### src/rtl/mcs_regs.svh
// register offsets, field positions, reset values and timing counts
// assumes: included once by the package and by the bench
`ifndef MCS_REGS_SVH
`define MCS_REGS_SVH

// offsets on the register port
`define MCS_ADDR_CMD 4'h0
`define MCS_ADDR_CTRL 4'h1
`define MCS_ADDR_STAT 4'h2
`define MCS_ADDR_ILATCH 4'h3

// reset values
`define MCS_CMD_RST 16'h0000
`define MCS_CTRL_RST 16'h0000

// control fields
`define MCS_B_RUN 0
`define MCS_B_SETF 1
`define MCS_B_RSTF 2
`define MCS_B_FETCH 3
`define MCS_B_CBR 4
`define MCS_B_SHEN 5
`define MCS_B_CIRC 6
`define MCS_B_RIGHT 7
`define MCS_B_CIN 8
`define MCS_B_OVCEN 9
`define MCS_B_IMPL 10
`define MCS_F_JADDR 15:12

// status fields
`define MCS_B_FETCHSEEN 0
`define MCS_B_HIERR 1
`define MCS_B_CONDTAKEN 2
`define MCS_B_ENABLED 3
`define MCS_F_IVAL 6:4

// timing
`define MCS_T_INTERVAL_NS 250
`define MCS_CLK_NS 4
`define MCS_IVL_CYC ((`MCS_T_INTERVAL_NS + `MCS_CLK_NS - 1) / `MCS_CLK_NS)

`endif

### src/rtl/mcs_pkg.sv
// types shared by the sequencer and its bench
// assumes: mcs_regs.svh sits beside it
`include "mcs_regs.svh"
package mcs_pkg;
   // the eight intervals of one microinstruction cycle
   typedef enum logic [2:0] {
      IV_T1, IV_T2, IV_T3, IV_T4, IV_T5, IV_T6, IV_T7, IV_T8
   } mcs_ival_t;
   // four two-way lines: value and active-low enable
   typedef struct packed {
      logic [3:0] val;
      logic [3:0] oeN;
   } mcs_bus4_t;
   // one two-way line: value and active-low enable
   typedef struct packed {
      logic val;
      logic oeN;
   } mcs_pin_t;
endpackage

### src/rtl/mcs_sequencer.sv
// pin sequencer of a microprogram control unit: eight intervals per cycle
// assumes: pins synchronised here, register port on the same clock
//
// Overview of operation
// - eight intervals per cycle, phases active only in odd intervals
// - command bus carries a nibble in odd intervals, zero in even ones
// - first interval: A-bus source, zero clears A; top bit low enables stack
// - third interval: low three bits give B-bus source register
// - third interval: top bit says A-bus is inverted onto IA-bus
// - fifth interval: low two bits ALU operation, upper two control
// - seventh interval: low three bits give R-bus destination register
// - seventh interval: top bit picks I/O multiplexer over shifter
// - eight data lines captured into latch bits zero to seven in interval seven
// - latch bit eight loaded from jump condition input in interval seven
// - jump/flag address driven on low data lines only in interval one
// - enable line driven high in intervals two to four on fetch branch
// - enable seen high in two to four: fetch, disable if not implemented
// - flag strobe low in interval two sets, in six resets
// - condition driven in intervals one and two, sampled there
// - conditional branch taken only when sampled condition is low
// - circular shift joins high and low lines in intervals seven, eight
// - circular left: low follows high; right: high follows low
// - open shift drives one on low (left) or high (right) line
// - carry-in driven on low line in intervals four and five
// - high line driven in interval one as flag update enable
// - high line precharged in two, must read one in three
// - high line released in intervals four and five
//
// Chosen here: strobed register access and the address map.
`timescale 1ns/1ps
`default_nettype none

module mcs_sequencer
   import mcs_pkg::*;
(
   // clock, reset, enable
   input wire logic clock,
   input wire logic rstn,
   input wire logic ce,
   // register port
   input wire logic [3:0] regAddr,
   input wire logic [15:0] regWdata,
   input wire logic regWr,
   input wire logic regRd,
   output logic [15:0] regRdata,
   // phases and commands
   output logic [3:0] phaseN,
   output logic [3:0] commandBusN,
   // data lines
   input wire logic [3:0] dataFlagAddrIn,
   output mcs_bus4_t dataFlagAddrOut,
   input wire logic [3:0] dataExtensionIn,
   // control lines
   input wire logic jumpConditionN,
   input wire logic multiUnitEnableIn,
   output mcs_pin_t multiUnitEnableOut,
   output logic flagStrobeN,
   // carry and shift lines
   input wire logic highCarryShiftIn,
   output mcs_pin_t highCarryShiftOut,
   input wire logic lowCarryShiftIn,
   output mcs_pin_t lowCarryShiftOut
);

   localparam logic [5:0] IVL_LAST = 6'(`MCS_IVL_CYC - 1);

   // interval membership
   function automatic logic ivIn(
      input mcs_ival_t iv,
      input mcs_ival_t lo,
      input mcs_ival_t hi
   );
      ivIn = (iv >= lo) && (iv <= hi);
   endfunction

   // registers
   logic [15:0] cmdQ;
   logic [15:0] ctrlQ;
   logic [8:0] ilatchQ;
   logic [15:0] rdataQ;
   logic fetchSeenQ;
   logic hiErrQ;
   logic condTakenQ;
   logic enabledQ;
   mcs_ival_t ivalQ;
   mcs_ival_t ivalD;
   logic [5:0] cntQ;
   logic [5:0] cntD;

   // synchronisers
   logic [11:0] syncA_q;
   logic [11:0] syncB_q;
   wire logic [11:0] pinsRaw;
   wire logic [3:0] diS;
   wire logic [3:0] extS;
   wire logic jcnS;
   wire logic mueS;
   wire logic hiS;
   wire logic loS;

   // registered pin drive
   logic [3:0] phaseQ;
   logic [3:0] cmdBusQ;
   logic diOeQ;
   logic mueOeQ;
   logic flagQ;
   mcs_pin_t hiQ;
   mcs_pin_t loQ;

   assign pinsRaw = {dataExtensionIn, dataFlagAddrIn, jumpConditionN,
                     multiUnitEnableIn, highCarryShiftIn, lowCarryShiftIn};
   assign {extS, diS, jcnS, mueS, hiS, loS} = syncB_q;

   always_ff @(posedge clock or negedge rstn) begin
      if (!rstn) begin
         syncA_q <= 12'h000;
         syncB_q <= 12'h000;
      end else if (ce) begin
         syncA_q <= pinsRaw;
         syncB_q <= syncA_q;
      end
   end

   // control fields
   wire logic run = ctrlQ[`MCS_B_RUN];
   wire logic setF = ctrlQ[`MCS_B_SETF];
   wire logic rstF = ctrlQ[`MCS_B_RSTF];
   wire logic ownFetch = ctrlQ[`MCS_B_FETCH];
   wire logic condBr = ctrlQ[`MCS_B_CBR];
   wire logic shEn = ctrlQ[`MCS_B_SHEN];
   wire logic circ = ctrlQ[`MCS_B_CIRC];
   wire logic right = ctrlQ[`MCS_B_RIGHT];
   wire logic carryIn = ctrlQ[`MCS_B_CIN];
   wire logic ovcEn = ctrlQ[`MCS_B_OVCEN];
   wire logic impl = ctrlQ[`MCS_B_IMPL];
   wire logic [3:0] jAddr = ctrlQ[`MCS_F_JADDR];

   // interval decode
   wire logic isT1 = (ivalQ == IV_T1);
   wire logic isT2 = (ivalQ == IV_T2);
   wire logic isT3 = (ivalQ == IV_T3);
   wire logic isT6 = (ivalQ == IV_T6);
   wire logic isT7 = (ivalQ == IV_T7);
   wire logic isT4to5 = ivIn(ivalQ, IV_T4, IV_T5);
   wire logic isT2to4 = ivIn(ivalQ, IV_T2, IV_T4);
   wire logic isT7to8 = ivIn(ivalQ, IV_T7, IV_T8);
   wire logic oddIval = isT1 | isT3 | (ivalQ == IV_T5) | isT7;

   // interval timer
   wire logic step = ce & run & enabledQ;
   wire logic ivalEnd = step && (cntQ == IVL_LAST);

   assign cntD = ivalEnd ? 6'h00 : cntQ + 6'h01;

   always_comb begin
      unique case (ivalQ)
         IV_T1: ivalD = IV_T2;
         IV_T2: ivalD = IV_T3;
         IV_T3: ivalD = IV_T4;
         IV_T4: ivalD = IV_T5;
         IV_T5: ivalD = IV_T6;
         IV_T6: ivalD = IV_T7;
         IV_T7: ivalD = IV_T8;
         IV_T8: ivalD = IV_T1;
      endcase
   end

   always_ff @(posedge clock or negedge rstn) begin
      if (!rstn) begin
         cntQ <= 6'h00;
         ivalQ <= IV_T1;
      end else if (step) begin
         cntQ <= cntD;
         if (ivalEnd) begin
            ivalQ <= ivalD;
         end
      end
   end

   wire logic [3:0] phaseD = oddIval ? ~(4'h1 << ivalQ[2:1]) : 4'hf;

   wire logic [3:0] cmdNibble = isT1 ? cmdQ[3:0] :
                                isT3 ? cmdQ[7:4] :
                                (ivalQ == IV_T5) ? cmdQ[11:8] :
                                isT7 ? cmdQ[15:12] : 4'h0;

   wire logic [3:0] cmdBusD = oddIval ? ~cmdNibble : 4'h0;

   wire logic diOeD = ~isT1;

   wire logic mueOeD = ~(isT2to4 & ownFetch);

   wire logic flagD = ~((isT2 & setF) | (isT6 & rstF));

   // shift window
   wire logic shWin = shEn & isT7to8;
   wire logic hiShDrv = shWin & right;
   wire logic loShDrv = shWin & ~right;

   // flag update enable in first interval
   // circular join in seven and eight
   mcs_pin_t hiD;
   assign hiD.oeN = ~(isT1 | isT2 | isT6 | hiShDrv);
   assign hiD.val = isT1 ? ovcEn : (hiShDrv & circ) ? loS : 1'b1;

   mcs_pin_t loD;
   assign loD.oeN = ~(isT4to5 | isT6 | loShDrv);
   assign loD.val = isT4to5 ? carryIn : (loShDrv & circ) ? hiS : 1'b1;

   always_ff @(posedge clock or negedge rstn) begin
      if (!rstn) begin
         phaseQ <= 4'hf;
         cmdBusQ <= 4'h0;
         diOeQ <= 1'b1;
         mueOeQ <= 1'b1;
         flagQ <= 1'b1;
         hiQ <= '{val: 1'b1, oeN: 1'b1};
         loQ <= '{val: 1'b1, oeN: 1'b1};
      end else if (ce) begin
         phaseQ <= phaseD;
         cmdBusQ <= cmdBusD;
         diOeQ <= diOeD;
         mueOeQ <= mueOeD;
         flagQ <= flagD;
         hiQ <= hiD;
         loQ <= loD;
      end
   end

   assign phaseN = phaseQ;
   assign commandBusN = cmdBusQ;
   assign dataFlagAddrOut.val = jAddr;
   assign dataFlagAddrOut.oeN = {4{diOeQ}};
   assign multiUnitEnableOut.val = 1'b1;
   assign multiUnitEnableOut.oeN = mueOeQ;
   assign flagStrobeN = flagQ;
   assign highCarryShiftOut = hiQ;
   assign lowCarryShiftOut = loQ;

   // sampling events
   wire logic endT2 = ivalEnd & isT2;
   wire logic endT3 = ivalEnd & isT3;
   wire logic endT4 = ivalEnd & (ivalQ == IV_T4);
   wire logic endT7 = ivalEnd & isT7;
   wire logic otherFetch = endT4 & mueS & ~ownFetch;
   wire logic hiBad = endT3 & ~hiS;

   // register port decode
   wire logic wrCmd = ce & regWr & (regAddr == `MCS_ADDR_CMD);
   wire logic wrCtrl = ce & regWr & (regAddr == `MCS_ADDR_CTRL);
   wire logic wrStat = ce & regWr & (regAddr == `MCS_ADDR_STAT);
   wire logic clrFetch = wrStat & regWdata[`MCS_B_FETCHSEEN];
   wire logic clrHiErr = wrStat & regWdata[`MCS_B_HIERR];

   always_ff @(posedge clock or negedge rstn) begin
      if (!rstn) begin
         cmdQ <= `MCS_CMD_RST;
         ctrlQ <= `MCS_CTRL_RST;
      end else begin
         if (wrCmd) begin
            cmdQ <= regWdata;
         end
         if (wrCtrl) begin
            ctrlQ <= regWdata;
         end
      end
   end

   always_ff @(posedge clock or negedge rstn) begin
      if (!rstn) begin
         ilatchQ <= 9'h000;
      end else if (endT7) begin
         ilatchQ <= {jcnS, extS, diS};
      end
   end

   always_ff @(posedge clock or negedge rstn) begin
      if (!rstn) begin
         condTakenQ <= 1'b0;
      end else if (endT2) begin
         condTakenQ <= condBr & ~jcnS;
      end
   end

   always_ff @(posedge clock or negedge rstn) begin
      if (!rstn) begin
         enabledQ <= 1'b1;
         fetchSeenQ <= 1'b0;
      end else if (ce) begin
         if (otherFetch & ~impl) begin
            enabledQ <= 1'b0;
         end else if (wrCtrl & regWdata[`MCS_B_RUN]) begin
            enabledQ <= 1'b1;
         end
         if (otherFetch | (ivalEnd & isT2to4 & ownFetch)) begin
            fetchSeenQ <= 1'b1;
         end else if (clrFetch) begin
            fetchSeenQ <= 1'b0;
         end
      end
   end

   // high line must read one in T3
   always_ff @(posedge clock or negedge rstn) begin
      if (!rstn) begin
         hiErrQ <= 1'b0;
      end else if (hiBad) begin
         hiErrQ <= 1'b1;
      end else if (clrHiErr) begin
         hiErrQ <= 1'b0;
      end
   end

   // read path
   wire logic [15:0] statWord = {9'h000, ivalQ, enabledQ, condTakenQ, hiErrQ, fetchSeenQ};
   wire logic [15:0] rdMux = (regAddr == `MCS_ADDR_CMD) ? cmdQ :
                             (regAddr == `MCS_ADDR_CTRL) ? ctrlQ :
                             (regAddr == `MCS_ADDR_STAT) ? statWord :
                             (regAddr == `MCS_ADDR_ILATCH) ? {7'h00, ilatchQ} : 16'h0000;

   always_ff @(posedge clock or negedge rstn) begin
      if (!rstn) begin
         rdataQ <= 16'h0000;
      end else if (ce) begin
         rdataQ <= regRd ? rdMux : 16'h0000;
      end
   end

   assign regRdata = rdataQ;
endmodule

`default_nettype wire

### config.mk
export PLATFORM = sky130hd
export DESIGN_NAME = mcs_sequencer
export DESIGN_NICKNAME = d
export VERILOG_FILES = /design/src/rtl/mcs_pkg.sv /design/src/rtl/mcs_sequencer.sv
export VERILOG_INCLUDE_DIRS = /design/src /design/src/rtl
export SDC_FILE = /design/constraint.sdc
export NUM_CORES = 1
export LEC_CHECK = 0
export BUFFER_PORTS_ARGS = -buffer_cell sky130_fd_sc_hd__buf_2
export CORE_MARGIN = 2
export CORE_UTILIZATION = 60
export CTS_CLUSTER_DIAMETER = 200
export CTS_CLUSTER_SIZE = 24
export DETAILED_ROUTE_END_ITERATION = 8
export PLACE_DENSITY = 0.83
export SYNTH_ARGS = -nofsm -noshare
export SYNTH_HDL_FRONTEND = slang
export SYNTH_SLANG_ARGS = --single-unit
### constraint.sdc
create_clock -name clock -period 3.16 [get_ports clock]
set_input_delay 0 -clock clock [delete_from_list [all_inputs] [get_ports clock]]
set_output_delay 0 -clock clock [all_outputs]
set_load 0.005 [all_outputs]
# After elaboration in Yosys (flattened, before gate mapping)
# Memories as Yosys holds them, arrays and structs flattened. A register that Yosys moved wholly into a read port is not among the register bits.
# Index checks and enable logic that the tools add are counted.
# totals
ff_bits,106
rom_bits,24
wordCells,124
memories,1
# memory_table
name,depth,word_bits,rd,rd_ports_with_merged_regs,wr,line,text
(name not given),8,3,1,1,0,mcs_sequencer.sv:156,unique case (ivalQ)
# op_classes
add_sub_neg,1
n_lt_le_gt_ge,6
eq_ne,10
shifts,1
muxes,22
n_bitwise,50
n_reduce_logical,13
# op_table
op,n
16-bit 2-to-1 mux,3
1-bit AND,28
4-bit 2-to-1 mux,6
9-bit 2-to-1 mux,2
1-bit 2-to-1 mux,10
1-bit inverter,10
1-bit bitwise OR,10
3-bit equality test (second input constant),3
4-bit by 2-bit equality test with 1-bit output (second input constant),2
4-bit inverter,2
6-bit by 1-bit adder with 6-bit output (second input constant),1
3-bit by 2-bit equality test with 1-bit output (second input constant),2
6-bit equality test (second input constant),1
3-bit <= comparator (second input constant),2
6-bit 2-to-1 mux,1
2-bit AND reduction,3
2-bit nonzero test,3
4-bit by 1-bit equality test with 1-bit output (second input constant),1
1-bit logical AND,4
4-bit logical NOT,1
1-bit by 2-bit left shift with 4-bit output (first input constant),1
3-bit by 1-bit equality test with 1-bit output (second input constant),1
3-bit by 1-bit >= comparator with 1-bit output (second input constant),1
3-bit by 2-bit >= comparator with 1-bit output (second input constant),1
other kinds (4),4

# Depth between registers and ports, before layout
# Gate-level depths: netlist of run 1.
# logic_depth
depth_word,9
depth_mapped,7
ltp_nobuf,6

# Worst setup path before layout of run 1
# Ideal clock, no wire load.
# synth_path
path_kind,flip-flop to flip-flop
from,register enabledQ
to,register ilatchQ[0]
setup_time_ps,125
t_arrival_ps,1693
required_ps,3035
path_slack_ps,1343
path_stages_with_launch,6
synth_period_minus_slack_ps,1817
cell_sequence,dfstp_2 -> and3_1 -> buf_6 -> nand4_4 -> nor3_4 -> mux2_2
# synth_via
elab_chain_cells,3
# synth_rtl
element,line,text
"start, declared",mcs_sequencer.sv:84,logic enabledQ;
"start signal, assigned",mcs_sequencer.sv:287,enabledQ <= 1'b1;
"start signal, assigned",mcs_sequencer.sv:291,enabledQ <= 1'b0;
"start signal, assigned",mcs_sequencer.sv:293,enabledQ <= 1'b1;
1-bit AND,mcs_sequencer.sv:150,wire logic step = ce & run & enabledQ;
1-bit logical AND,mcs_sequencer.sv:151,wire logic ivalEnd = step && (cntQ == IVL_LAST);
1-bit AND,mcs_sequencer.sv:244,wire logic endT7 = ivalEnd & isT7;
"end signal, assigned",mcs_sequencer.sv:273,"ilatchQ <= {jcnS, extS, diS};"
"end, declared",mcs_sequencer.sv:79,logic [8:0] ilatchQ;
# Every way passes these cells.
# A chain may end at the register's enable or synchronous reset.

# Worst setup path after layout of run 1
# layout_path
from,register enabledQ
to,register ilatchQ[7]
# The elaborated chain is that of the path after synthesis.

==> impl_metrics.toml, run 1 <==
[worst_setup_path]
crit_type = "reg -> reg"
critPathCaptureType = "flop"
worstPathMaxFanout = 9
startpoint_type = "flop"
required_ns = 3.42
reg2reg_depth = 4
arrival_ns = 2.36

[floorplanning]
rows = 33
die_w_um = 95.85
die_h_um = 95.85
ios = 76
start_util = 0.6160
core_mm2 = 0.008217
die_area_mm2 = 0.009186

[logic_synthesis]
syn_nets = 452
seq_area_frac_synth = 0.5419
ys.flop_type = "dfrtp_1"
ys_ff_latch = 109
yosys.area.top_type_share = 0.4796
yosys.cell_types.count = 54
syn_area_per_cell_um2 = 12.37
synth_cells = 409
ys_top_cells_by_area = "dfrtp_1 (48%), mux2_2 (12%), dfstp_2 (6.2%)"
synth-edff-count = 0
synthesis.area_mm2 = 0.005061
ys_async_sr_fraction = 1.000
synth.largest_area_cell = "dfrtp_1"
synth_warnings = 0

[detailed_routing]
avgViaCountPerCell = 5.947
ant_nets = 0
wl_per_cell_um = 18.03
routed_wl_mm = 10.94
via_count = 3610
drt-initial-drc-count = 242
dr.pass1.iters = 5
drc = 0

[clock_tree]
ctsResizeCount = 0
ctsHtreeMaxLevel = 3
clock-sinks = 109
cts_buffers = 9
cts_hold_buf = 29
insertion_delay_ns = 0.37
clock_path_buffers = 2
cts-root-buf = "clkbuf_8"
clk_pin_slew_worst_paths_ns = 0.10
cts_tree = "yes"
cts_setup_buffers = 0

[pwr]
seqPwrFrac = 0.590
p_sw_mw = 0.8022
power_density_mw_per_mm2 = 491.6
pwr-share-comb = 0.138
p_leak_nw = 2.753
p_sw_frac = 0.2780
clkPwrFrac = 0.272
peakVddDrop_v = 0.0003722
p_int_mw = 2.084

[timing]
setup_viol = 0
rsz0062_at_grt = "no"
relSlewSlack = 0.4859
post-route-min-period_ns = 2.107
clock_skew_ns = 0.01408
fmaxAchievable_mhz = 474.6
fin_crit_sh = 0.6668
drv_slew = 0
max_slew.worst_pin.slew_ns = 0.7712
fin_tns_setup_ns = 0
hold_violations = 0

[placed_design]
place.gp.congestion = 0.9203
hpwl_mm = 7.638
io_buffers = 74
dp_cells = 562

[worst_hold_path]
holdPathStages = 4
hp-class = "in -> reg"

[cells_and_area]
drive_gt1_frac = 0.3645
layout_commonest_cell = "dfrtp_1"
diodes = 0
areaGrowthSynthToFinish_pct = 16.00
layout_common_cells = "dfrtp_1 (97), buf_2 (73), mux2_2 (56)"
finalNonFillerCells = 607
final_nets = 540

[global_routing]
use_met3 = 0.04385
grt_first_pass_wirelength_mm = 17.60
antenna_found_initial = 0
grt_max_degree = 67
gr-total-overflow = 0
grt_use_total = 0.2555
top_usage_layer = "met2"
first_global_vias = 3505
met1_usage = 0.3551
met2_usage = 0.3974

[job]
drv_cap = 0

[outcome]
outcome = "completed"
[power by group through the flow]
stage | clock, mW | sequential (mW) | combinational, mW
after CTS | 0.797 | 1.70 | 0.402
after detailed placement | 0 | 1.72 | 0.374
after global placement | 0 | 1.72 | 0.358
final | 0.785 | 1.70 | 0.399
after global routing | 0.857 | 1.72 | 0.442
after floorplan | 0 | 1.67 | 0.272
[flip-flops by register name, indices dropped and copies added (netlist names), 2 cells and up]
| signal | flops |
|---|---|
| cmdQ | 16 |
| ctrlQ | 16 |
| regRdata | 16 |
| syncA_q | 12 |
| syncB_q | 12 |
| ilatchQ | 9 |
| cntQ | 6 |
| commandBusN | 4 |
| phaseN | 4 |
| ivalQ | 3 |
| highCarryShiftOut | 2 |
| lowCarryShiftOut | 2 |
[critical path, cell delays in order (launching register included)]
cell,delay [ns]
dfstp_2,0.57
and3_1,0.37
nand4_4,0.22
nor3_4,0.45
mux2_2,0.39
[cell families after synthesis]
logic type | count (synthesis) | share of synthesized area
AO/OA/AOI/OAI | 84 | 0.1130
other | 1 | 0.0007409
adder cells (fa/ha/maj) | 6 | 0.01483
AND/OR/NAND/NOR | 83 | 0.09493
multiplexers | 71 | 0.1773
flip-flops | 109 | 0.5419
buffers and inverters | 54 | 0.05562
XOR/XNOR | 1 | 0.001731
[Yosys cell counts, types with 2 or more instances]
cell	instances
buf_2	8
buf_4	10
o221ai_1	2
buf_1	3
mux2_4	10
o41ai_1	2
nand4_1	4
inv_1	25
o31ai_1	3
o22a_1	4
a22oi_1	2
and3_1	4
or3_1	2
dfstp_2	12
ha_1	6
nor2_1	17
dfrtp_1	97
nand3_1	7
a21oi_1	13
nor2b_1	17
mux2_2	56
mux4_2	4
a211o_1	2
o22ai_1	9
a21o_1	5
a31oi_1	4
nand2_1	16
a221oi_1	4
clkbuf_1	5
o21ai_0	22
buf_6	2
a221o_1	7
nor3_1	2
nand2b_1	3
[metal layers]
metal,routed length [um],up-vias
met5,0,-
met4,273,0
met3,709,26
met2,5220,151
met1,4738,1797
li1,-,1636
[final timing paths]
| check | start | endpoint | slack (ns) |
|---|---|---|---|
| setup reg to reg | enabledQ$_DFFE_PN1P_ | ilatchQ[7]$_DFFE_PN0P_ | 1.05 |
| min in group asynchronous | rstn | syncA_q[2]$_DFFE_PN0P_ | 0.24 |
| hold reg to reg | highCarryShiftOut[0]$_DFFE_PN1P_ | highCarryShiftOut[0]$_DFFE_PN1P_ | 0.48 |
| setup / recovery | enabledQ$_DFFE_PN1P_ | ilatchQ[7]$_DFFE_PN0P_ | 1.05 |
| hold / removal | ce | regRdata[5]$_DFFE_PN0P_ | 0.10 |
| max in group asynchronous | rstn | mueOeQ$_DFFE_PN1P_ | 2.04 |
[per-stage QoR]
stage               hold WS (ns)  total power [mW]    util  cell area, um2  worst slack [ns]
floorplan                -0.2956             1.940       -            5061             1.343
global placement          0.1114             2.073  0.6572            5400             1.154
detailed placement        0.1275             2.095  0.6572            5400             1.063
CTS                      0.07839             2.895  0.7145            5871             1.048
global route              0.1215             3.021  0.7145            5871            0.9161
finish                    0.1008             2.886  0.7145            5871             1.053
[cell type report]
type                    instances  area, um2
clock buffers                   9      123.9
clock inverters                 7      56.30
fillers                       588       2346
inverters                      25      93.84
multi-input cells             246       2037
flip-flops and latches        109       2743
well taps                     105      131.4
repair buffers                106      685.7
No activity file was read; power rests on OpenSTA's default activity.
==> run 2, diff against run 1 <==
--- a/config.mk
+++ b/config.mk
@@ -6,13 +6,14 @@
 export SDC_FILE = /design/constraint.sdc
 export NUM_CORES = 1
 export LEC_CHECK = 0
+export ABC_AREA = 1
 export BUFFER_PORTS_ARGS = -buffer_cell sky130_fd_sc_hd__buf_2
 export CORE_MARGIN = 2
-export CORE_UTILIZATION = 60
+export CORE_UTILIZATION = 57
 export CTS_CLUSTER_DIAMETER = 200
 export CTS_CLUSTER_SIZE = 24
 export DETAILED_ROUTE_END_ITERATION = 8
-export PLACE_DENSITY = 0.83
+export PLACE_DENSITY = 0.8
 export SYNTH_ARGS = -nofsm -noshare
 export SYNTH_HDL_FRONTEND = slang
 export SYNTH_SLANG_ARGS = --single-unit
==> constraint.sdc (replaced) <==
create_clock -name clock -period 2.15 [get_ports clock]
set_input_delay 0 -clock clock [delete_from_list [all_inputs] [get_ports clock]]
set_output_delay 0 -clock clock [all_outputs]
set_load 0.005 [all_outputs]
==> run 2 against run 1 <==
  * Combinational power grew 72%
  * Clock-buffer cell count is 1 higher
  * Non-clock buffer count is 6 higher
  * Sequential power is 46% higher
  * Register-to-register slack worse by 0.65 ns
  * Largest power group unchanged
  * Cell count up 41%
  * Largest cell class unchanged
==> impl_metrics.toml, run 2 <==
[outcome]
outcome = "completed"

[global_routing]
gr-total-overflow = 0
first_global_vias = 4292
grt_max_degree = 50
grt_first_pass_wirelength_mm = 20.96
grt_use_total = 0.2709
antenna_found_initial = 0

[floorplanning]
start_util = 0.5904
ios = 76
die_w_um = 99.27
die_area_mm2 = 0.009855
core_mm2 = 0.008763
rows = 34
die_h_um = 99.27

[clock_tree]
ctsResizeCount = 0
clk_pin_slew_worst_paths_ns = 0.11
ctsHtreeMaxLevel = 3
cts_buffers = 9
clock-sinks = 109
insertion_delay_ns = 0.38
clock_path_buffers = 2
cts-root-buf = "clkbuf_8"
cts_tree = "yes"

[logic_synthesis]
syn_area_per_cell_um2 = 7.887
ys.flop_type = "dfrtp_1"
synth_commonest_cells = "nand2_1 (263), dfrtp_1 (97), inv_1 (57)"
ys_ff_latch = 109
synth-edff-count = 0
ys_async_sr_fraction = 1.000
synth_warnings = 0
ys_top_cells_by_area = "dfrtp_1 (47%), nand2_1 (19%), dfstp_2 (6.1%)"
seq_area_frac_synth = 0.5301
synth_most_common_cell = "nand2_1"
syn_nets = 699
synth_cells = 656
synthesis.area_mm2 = 0.005174
yosys.cell_types.count = 35
synth.largest_area_cell = "dfrtp_1"
yosys.area.top_type_share = 0.4692

[pwr]
power_density_mw_per_mm2 = 725.5
peakVddDrop_v = 0.0004650
p_leak_nw = 3.261

[cells_and_area]
seqCellArea_mm2 = 0.002743
layout_common_cells = "nand2_1 (263), dfrtp_1 (97), buf_2 (73)"
final_nets = 788
final_util = 0.6893
fillers = 733
diodes = 0
areaGrowthSynthToFinish_pct = 16.76
layout_commonest_cell = "nand2_1"
multiInputGateArea_mm2 = 0.002006
drive_gt1_frac = 0.1693

[worst_setup_path]
critPathCaptureType = "flop"
crit_path_cell_trace = "nand3_1 -> nand3_1 -> nand2_1 -> nor2_1 -> nand2_1 -> nand2_1"
critPathMaxStageDelay_ns = 0.65
arrival_ns = 2.07
worstPathMaxFanout = 15
required_ns = 2.47
ff2ff_setup_slack_ns = 0.40
startpoint_type = "flop"
cpMostUsedCell = "nand2_1"
crit_type = "reg -> reg"
slowest_stage = "dfrtp_1"

[timing]
setup_viol = 0
fin_tns_setup_ns = 0
hold_violations = 0
drv_slew = 0
post-route-min-period_ns = 1.748
clock_skew_ns = 0.008480
relSlewSlack = 0.5407
rsz0062_at_grt = "no"
fmaxAchievable_mhz = 572.2
fin_crit_sh = 0.8128
max_slew.worst_pin.slew_ns = 0.6882

[placed_design]
place.gp.congestion = 0.9199
hpwl_mm = 8.830
io_buffers = 74

[detailed_routing]
routed_wl_mm = 12.72
avgViaCountPerCell = 5.265
dr.pass1.iters = 7
drc = 0
drt-initial-drc-count = 325
via_count = 4517
wl_per_cell_um = 14.82
ant_nets = 0

[worst_hold_path]
hp-class = "in -> reg"

[job]
drv_cap = 0
-- run 2: layout make-up --
cell class                      instances  share of cell area
Tap cell                              108             0.02237
Timing Repair Buffer                  112              0.1210
Sequential cell                       109              0.4540
Clock buffer                           10             0.02278
Multi-Input combinational cell        450              0.3320
Inverter                               63             0.03935
Clock inverter                          6            0.008492
-- run 2: logic make-up after synthesis --
family | count (synthesis) | share of synthesized area
AO/OA/AOI/OAI | 82 | 0.08247
buffers and inverters | 97 | 0.08222
other | 1 | 0.0007248
AND/OR/NAND/NOR | 361 | 0.2900
flip-flops | 109 | 0.5301
adder cells (fa/ha/maj) | 6 | 0.01451
-- run 2: report_power, final --
part | internal [mW] | switching [mW]
combinational | 0.279 | 0.408
sequential | 2.29 | 0.199
clock | 0.474 | 0.735
total | 3.04 | 1.34
-- run 2: worst max-delay path: cells and delay by family, from the launching register on --
kind	cells	cell delay, ns
flops	1	0.65
simple gates	6	1.03
-- run 2: worst paths after layout --
| kind | startpoint | end | cells past startpoint |
|---|---|---|---|
| worst max-delay path | ivalQ[2]$_DFFE_PN0P_ | commandBusN[1]$_DFFE_PN0P_ | 6 |
| min in group asynchronous | rstn | ilatchQ[3]$_DFFE_PN0P_ | 2 |
| worst min-delay path | regAddr[0] | fetchSeenQ$_DFFE_PN0P_ | 5 |
| worst max register to register | ivalQ[2]$_DFFE_PN0P_ | commandBusN[1]$_DFFE_PN0P_ | 6 |
| max in group asynchronous | rstn | ctrlQ[2]$_DFFE_PN0N_ | 3 |
| worst min register to register | highCarryShiftOut[1]$_DFFE_PN1P_ | highCarryShiftOut[1]$_DFFE_PN1P_ | 2 |
-- run 2: repair_timing --
action / 4_1_cts / 5_1_grt
endpoints found under the hold margin: 82 / 0
setup buffers: 0 / 0
hold buffers: 29 / 0
-- run 2: layer usage --
metal,up-vias,track usage,wire [um]
met5,-,0,0
met3,25,0.05060,701
met1,2113,0.3716,5616
met4,0,0.08008,264
met2,148,0.4449,6135
li1,2231,-,-
-- run 2: stage by stage --
stage	hold WS [ns]	instance area [um2]	total power, mW	instances	worst slack (ns)
global route	0.06167	6041	4.607	858	0.2527
finish	0.03107	6041	4.382	858	0.4024
floorplan	-0.2956	5174	2.896	656	0.7273
detailed placement	0.06960	5562	3.156	813	0.4635
CTS	0.02095	6041	4.400	858	0.4491
global placement	0.05619	5562	3.119	813	0.5387
==> run 3, diff against run 2 <==
--- a/config.mk
+++ b/config.mk
@@ -9,11 +9,11 @@
 export ABC_AREA = 1
 export BUFFER_PORTS_ARGS = -buffer_cell sky130_fd_sc_hd__buf_2
 export CORE_MARGIN = 2
-export CORE_UTILIZATION = 57
+export CORE_UTILIZATION = 52
 export CTS_CLUSTER_DIAMETER = 200
 export CTS_CLUSTER_SIZE = 24
 export DETAILED_ROUTE_END_ITERATION = 8
-export PLACE_DENSITY = 0.8
+export PLACE_DENSITY = 0.77
 export SYNTH_ARGS = -nofsm -noshare
 export SYNTH_HDL_FRONTEND = slang
 export SYNTH_SLANG_ARGS = --single-unit
==> constraint.sdc (replaced) <==
create_clock -name clock -period 1.4 [get_ports clock]
set_input_delay 0 -clock clock [delete_from_list [all_inputs] [get_ports clock]]
set_output_delay 0 -clock clock [all_outputs]
set_load 0.005 [all_outputs]
==> run 3 against run 2 <==
  * First-iteration DRC count is 17% higher
  * Critical endpoint is now commandBusN[0]$_DFFE_PN0P_
  * Critical path type unchanged
  * Clock power increased by 48%
  * Register-to-register slack worse by 0.39 ns
  * Cell area is 9.7% higher
  * Utilization decreased by 0.84 points
==> impl_metrics.toml, run 3 (synthesis results as in run 2) <==
[global_routing]
grt_use_total = 0.2477
first_global_vias = 4393
antenna_found_initial = 0
grt_max_degree = 72
gr-total-overflow = 0
grt_first_pass_wirelength_mm = 21.28

[cells_and_area]
finalNonFillerCells = 921
final_util = 0.6809
diodes = 0
seqCellArea_mm2 = 0.002745
multiInputGateArea_mm2 = 0.002198
final_nets = 827
areaGrowthSynthToFinish_pct = 28.05
layout_common_cells = "nand2_1 (253), dfrtp_1 (95), buf_2 (73)"
layout_commonest_cell = "nand2_1"
drive_gt1_frac = 0.2563
fillers = 789

[clock_tree]
insertion_delay_ns = 0.38
clock-sinks = 109
ctsHtreeMaxLevel = 3
cts_tree = "yes"
clk_pin_slew_worst_paths_ns = 0.11
clock_path_buffers = 2
cts_buffers = 9
cts-root-buf = "clkbuf_8"

[detailed_routing]
ant_nets = 0
routed_wl_mm = 13.35
avgViaCountPerCell = 5.149
via_count = 4742
drc = 0
drt-initial-drc-count = 379
dr.pass1.iters = 5
wl_per_cell_um = 14.49

[worst_setup_path]
required_ns = 1.68
reg2reg_from = "ivalQ[1]$_DFFE_PN0P_"
reg2reg_depth = 7
critPathCapture = "commandBusN[0]$_DFFE_PN0P_"
startpoint_type = "flop"
worstPathMaxFanout = 4
critPathCaptureType = "flop"
reg2reg_to = "commandBusN[0]$_DFFE_PN0P_"
ff2ff_setup_slack_ns = 0.02
crit_type = "reg -> reg"
cp-startpoint = "ivalQ[1]$_DFFE_PN0P_"
arrival_ns = 1.67

[job]
drv_cap = 0

[floorplanning]
core_mm2 = 0.009729
die_h_um = 103.7
start_util = 0.5318
die_area_mm2 = 0.01076
ios = 76
rows = 36
die_w_um = 103.7

[pwr]
p_sw_frac = 0.3091
pwr-share-comb = 0.179
clkPwrFrac = 0.261
p_leak_nw = 3.497
totalPowerFinal_mw = 6.846
peakVddDrop_v = 0.0006232
p_int_mw = 4.730
p_sw_mw = 2.116
power_density_mw_per_mm2 = 1033
seqPwrFrac = 0.560

[timing]
clock_skew_ns = 0.01262
hold_violations = 0
worst_slack_ns = 0.01650
post-route-min-period_ns = 1.384
drv_slew = 0
fin_crit_sh = 0.9882
rsz0062_at_grt = "yes"
fin_tns_setup_ns = 0
fmaxAchievable_mhz = 722.8
setup_viol = 0

[outcome]
outcome = "completed"

[worst_hold_path]
worstHoldStart = "ce"
hp-class = "in -> reg"

[placed_design]
dp_cells = 864
place.gp.congestion = 0.9321
post-place-ws_ns = -0.05032
io_buffers = 74
hpwl_mm = 9.176
-- run 3: cell count changes in the layout (fill, tap and decap cells not counted), moves of 7 or more --
cell,delta
buf_6,+8
buf_4,+27
nand2_1,-10
nand2_2,+7
-- run 3: timing repair --
item	4_1_cts	5_1_grt
hold buffers	29	0
buffers inserted	1	11
endpoints found under the setup margin	20	32
gates resized for setup	12	50
pin swaps	1	7
gates cloned	0	1
endpoints found under the hold margin	155	0
-- run 3: power by group through the flow --
| stage | clock network (mW) | registers, mW | logic, mW |
|---|---|---|---|
| after floorplan | 0 | 3.78 | 0.671 |
| after global placement | 0 | 3.85 | 0.991 |
| after detailed placement | 0 | 3.87 | 1.03 |
| after CTS | 1.81 | 3.81 | 1.12 |
| after global routing | 1.93 | 3.87 | 1.38 |
| final | 1.79 | 3.83 | 1.22 |
-- run 3: cell type report --
class / count / area share
multi-input cells: 451 / 0.3318
flip-flops and latches: 109 / 0.4144
well taps: 133 / 0.02512
clock inverters: 6 / 0.008121
clock buffers: 9 / 0.01870
repair buffers: 150 / 0.1636
inverters: 63 / 0.03834
-- run 3: per-stage QoR --
stage | hold WS (ns) | instance area, um2
finish | 0.01957 | 6625
CTS | 0.01783 | 6342
detailed placement | -0.004154 | 5833
global route | 0.01115 | 6625
floorplan | -0.2956 | 5181
global placement | -0.006406 | 5833
-- run 3: layer usage --
metal,GRT usage,vias up,share of wire
li1,-,2308,-
met1,0.3404,2218,0.44
met2,0.4073,185,0.48
met3,0.04531,31,0.063
met4,0.06853,0,0.018
met5,0,-,0
-- run 3: how the worst min path moves through the flow --
stage,cells after the start,slack (ns),end
3_5_place_dp,2,-0.004,regRdata[15]$_DFFE_PN0P_
5_1_grt,2,0.01,syncB_q[1]$_DFFE_PN0P_
2_1_floorplan,0,-0.30,cmdQ[0]$_DFFE_PN0P_
6_report,2,0.02,syncB_q[1]$_DFFE_PN0P_
4_1_cts,2,0.02,syncB_q[1]$_DFFE_PN0P_
3_3_place_gp,2,-0.006,regRdata[15]$_DFFE_PN0P_
-- run 3: critical path, stage by stage (launching register included) --
cell and delay (ns):
dfrtp_1 0.44, buf_6 0.14, nand3_2 0.19, buf_4 0.22, nor2_1 0.11, o21ai_1 0.08, nand2_1 0.06, nand2_1 0.05
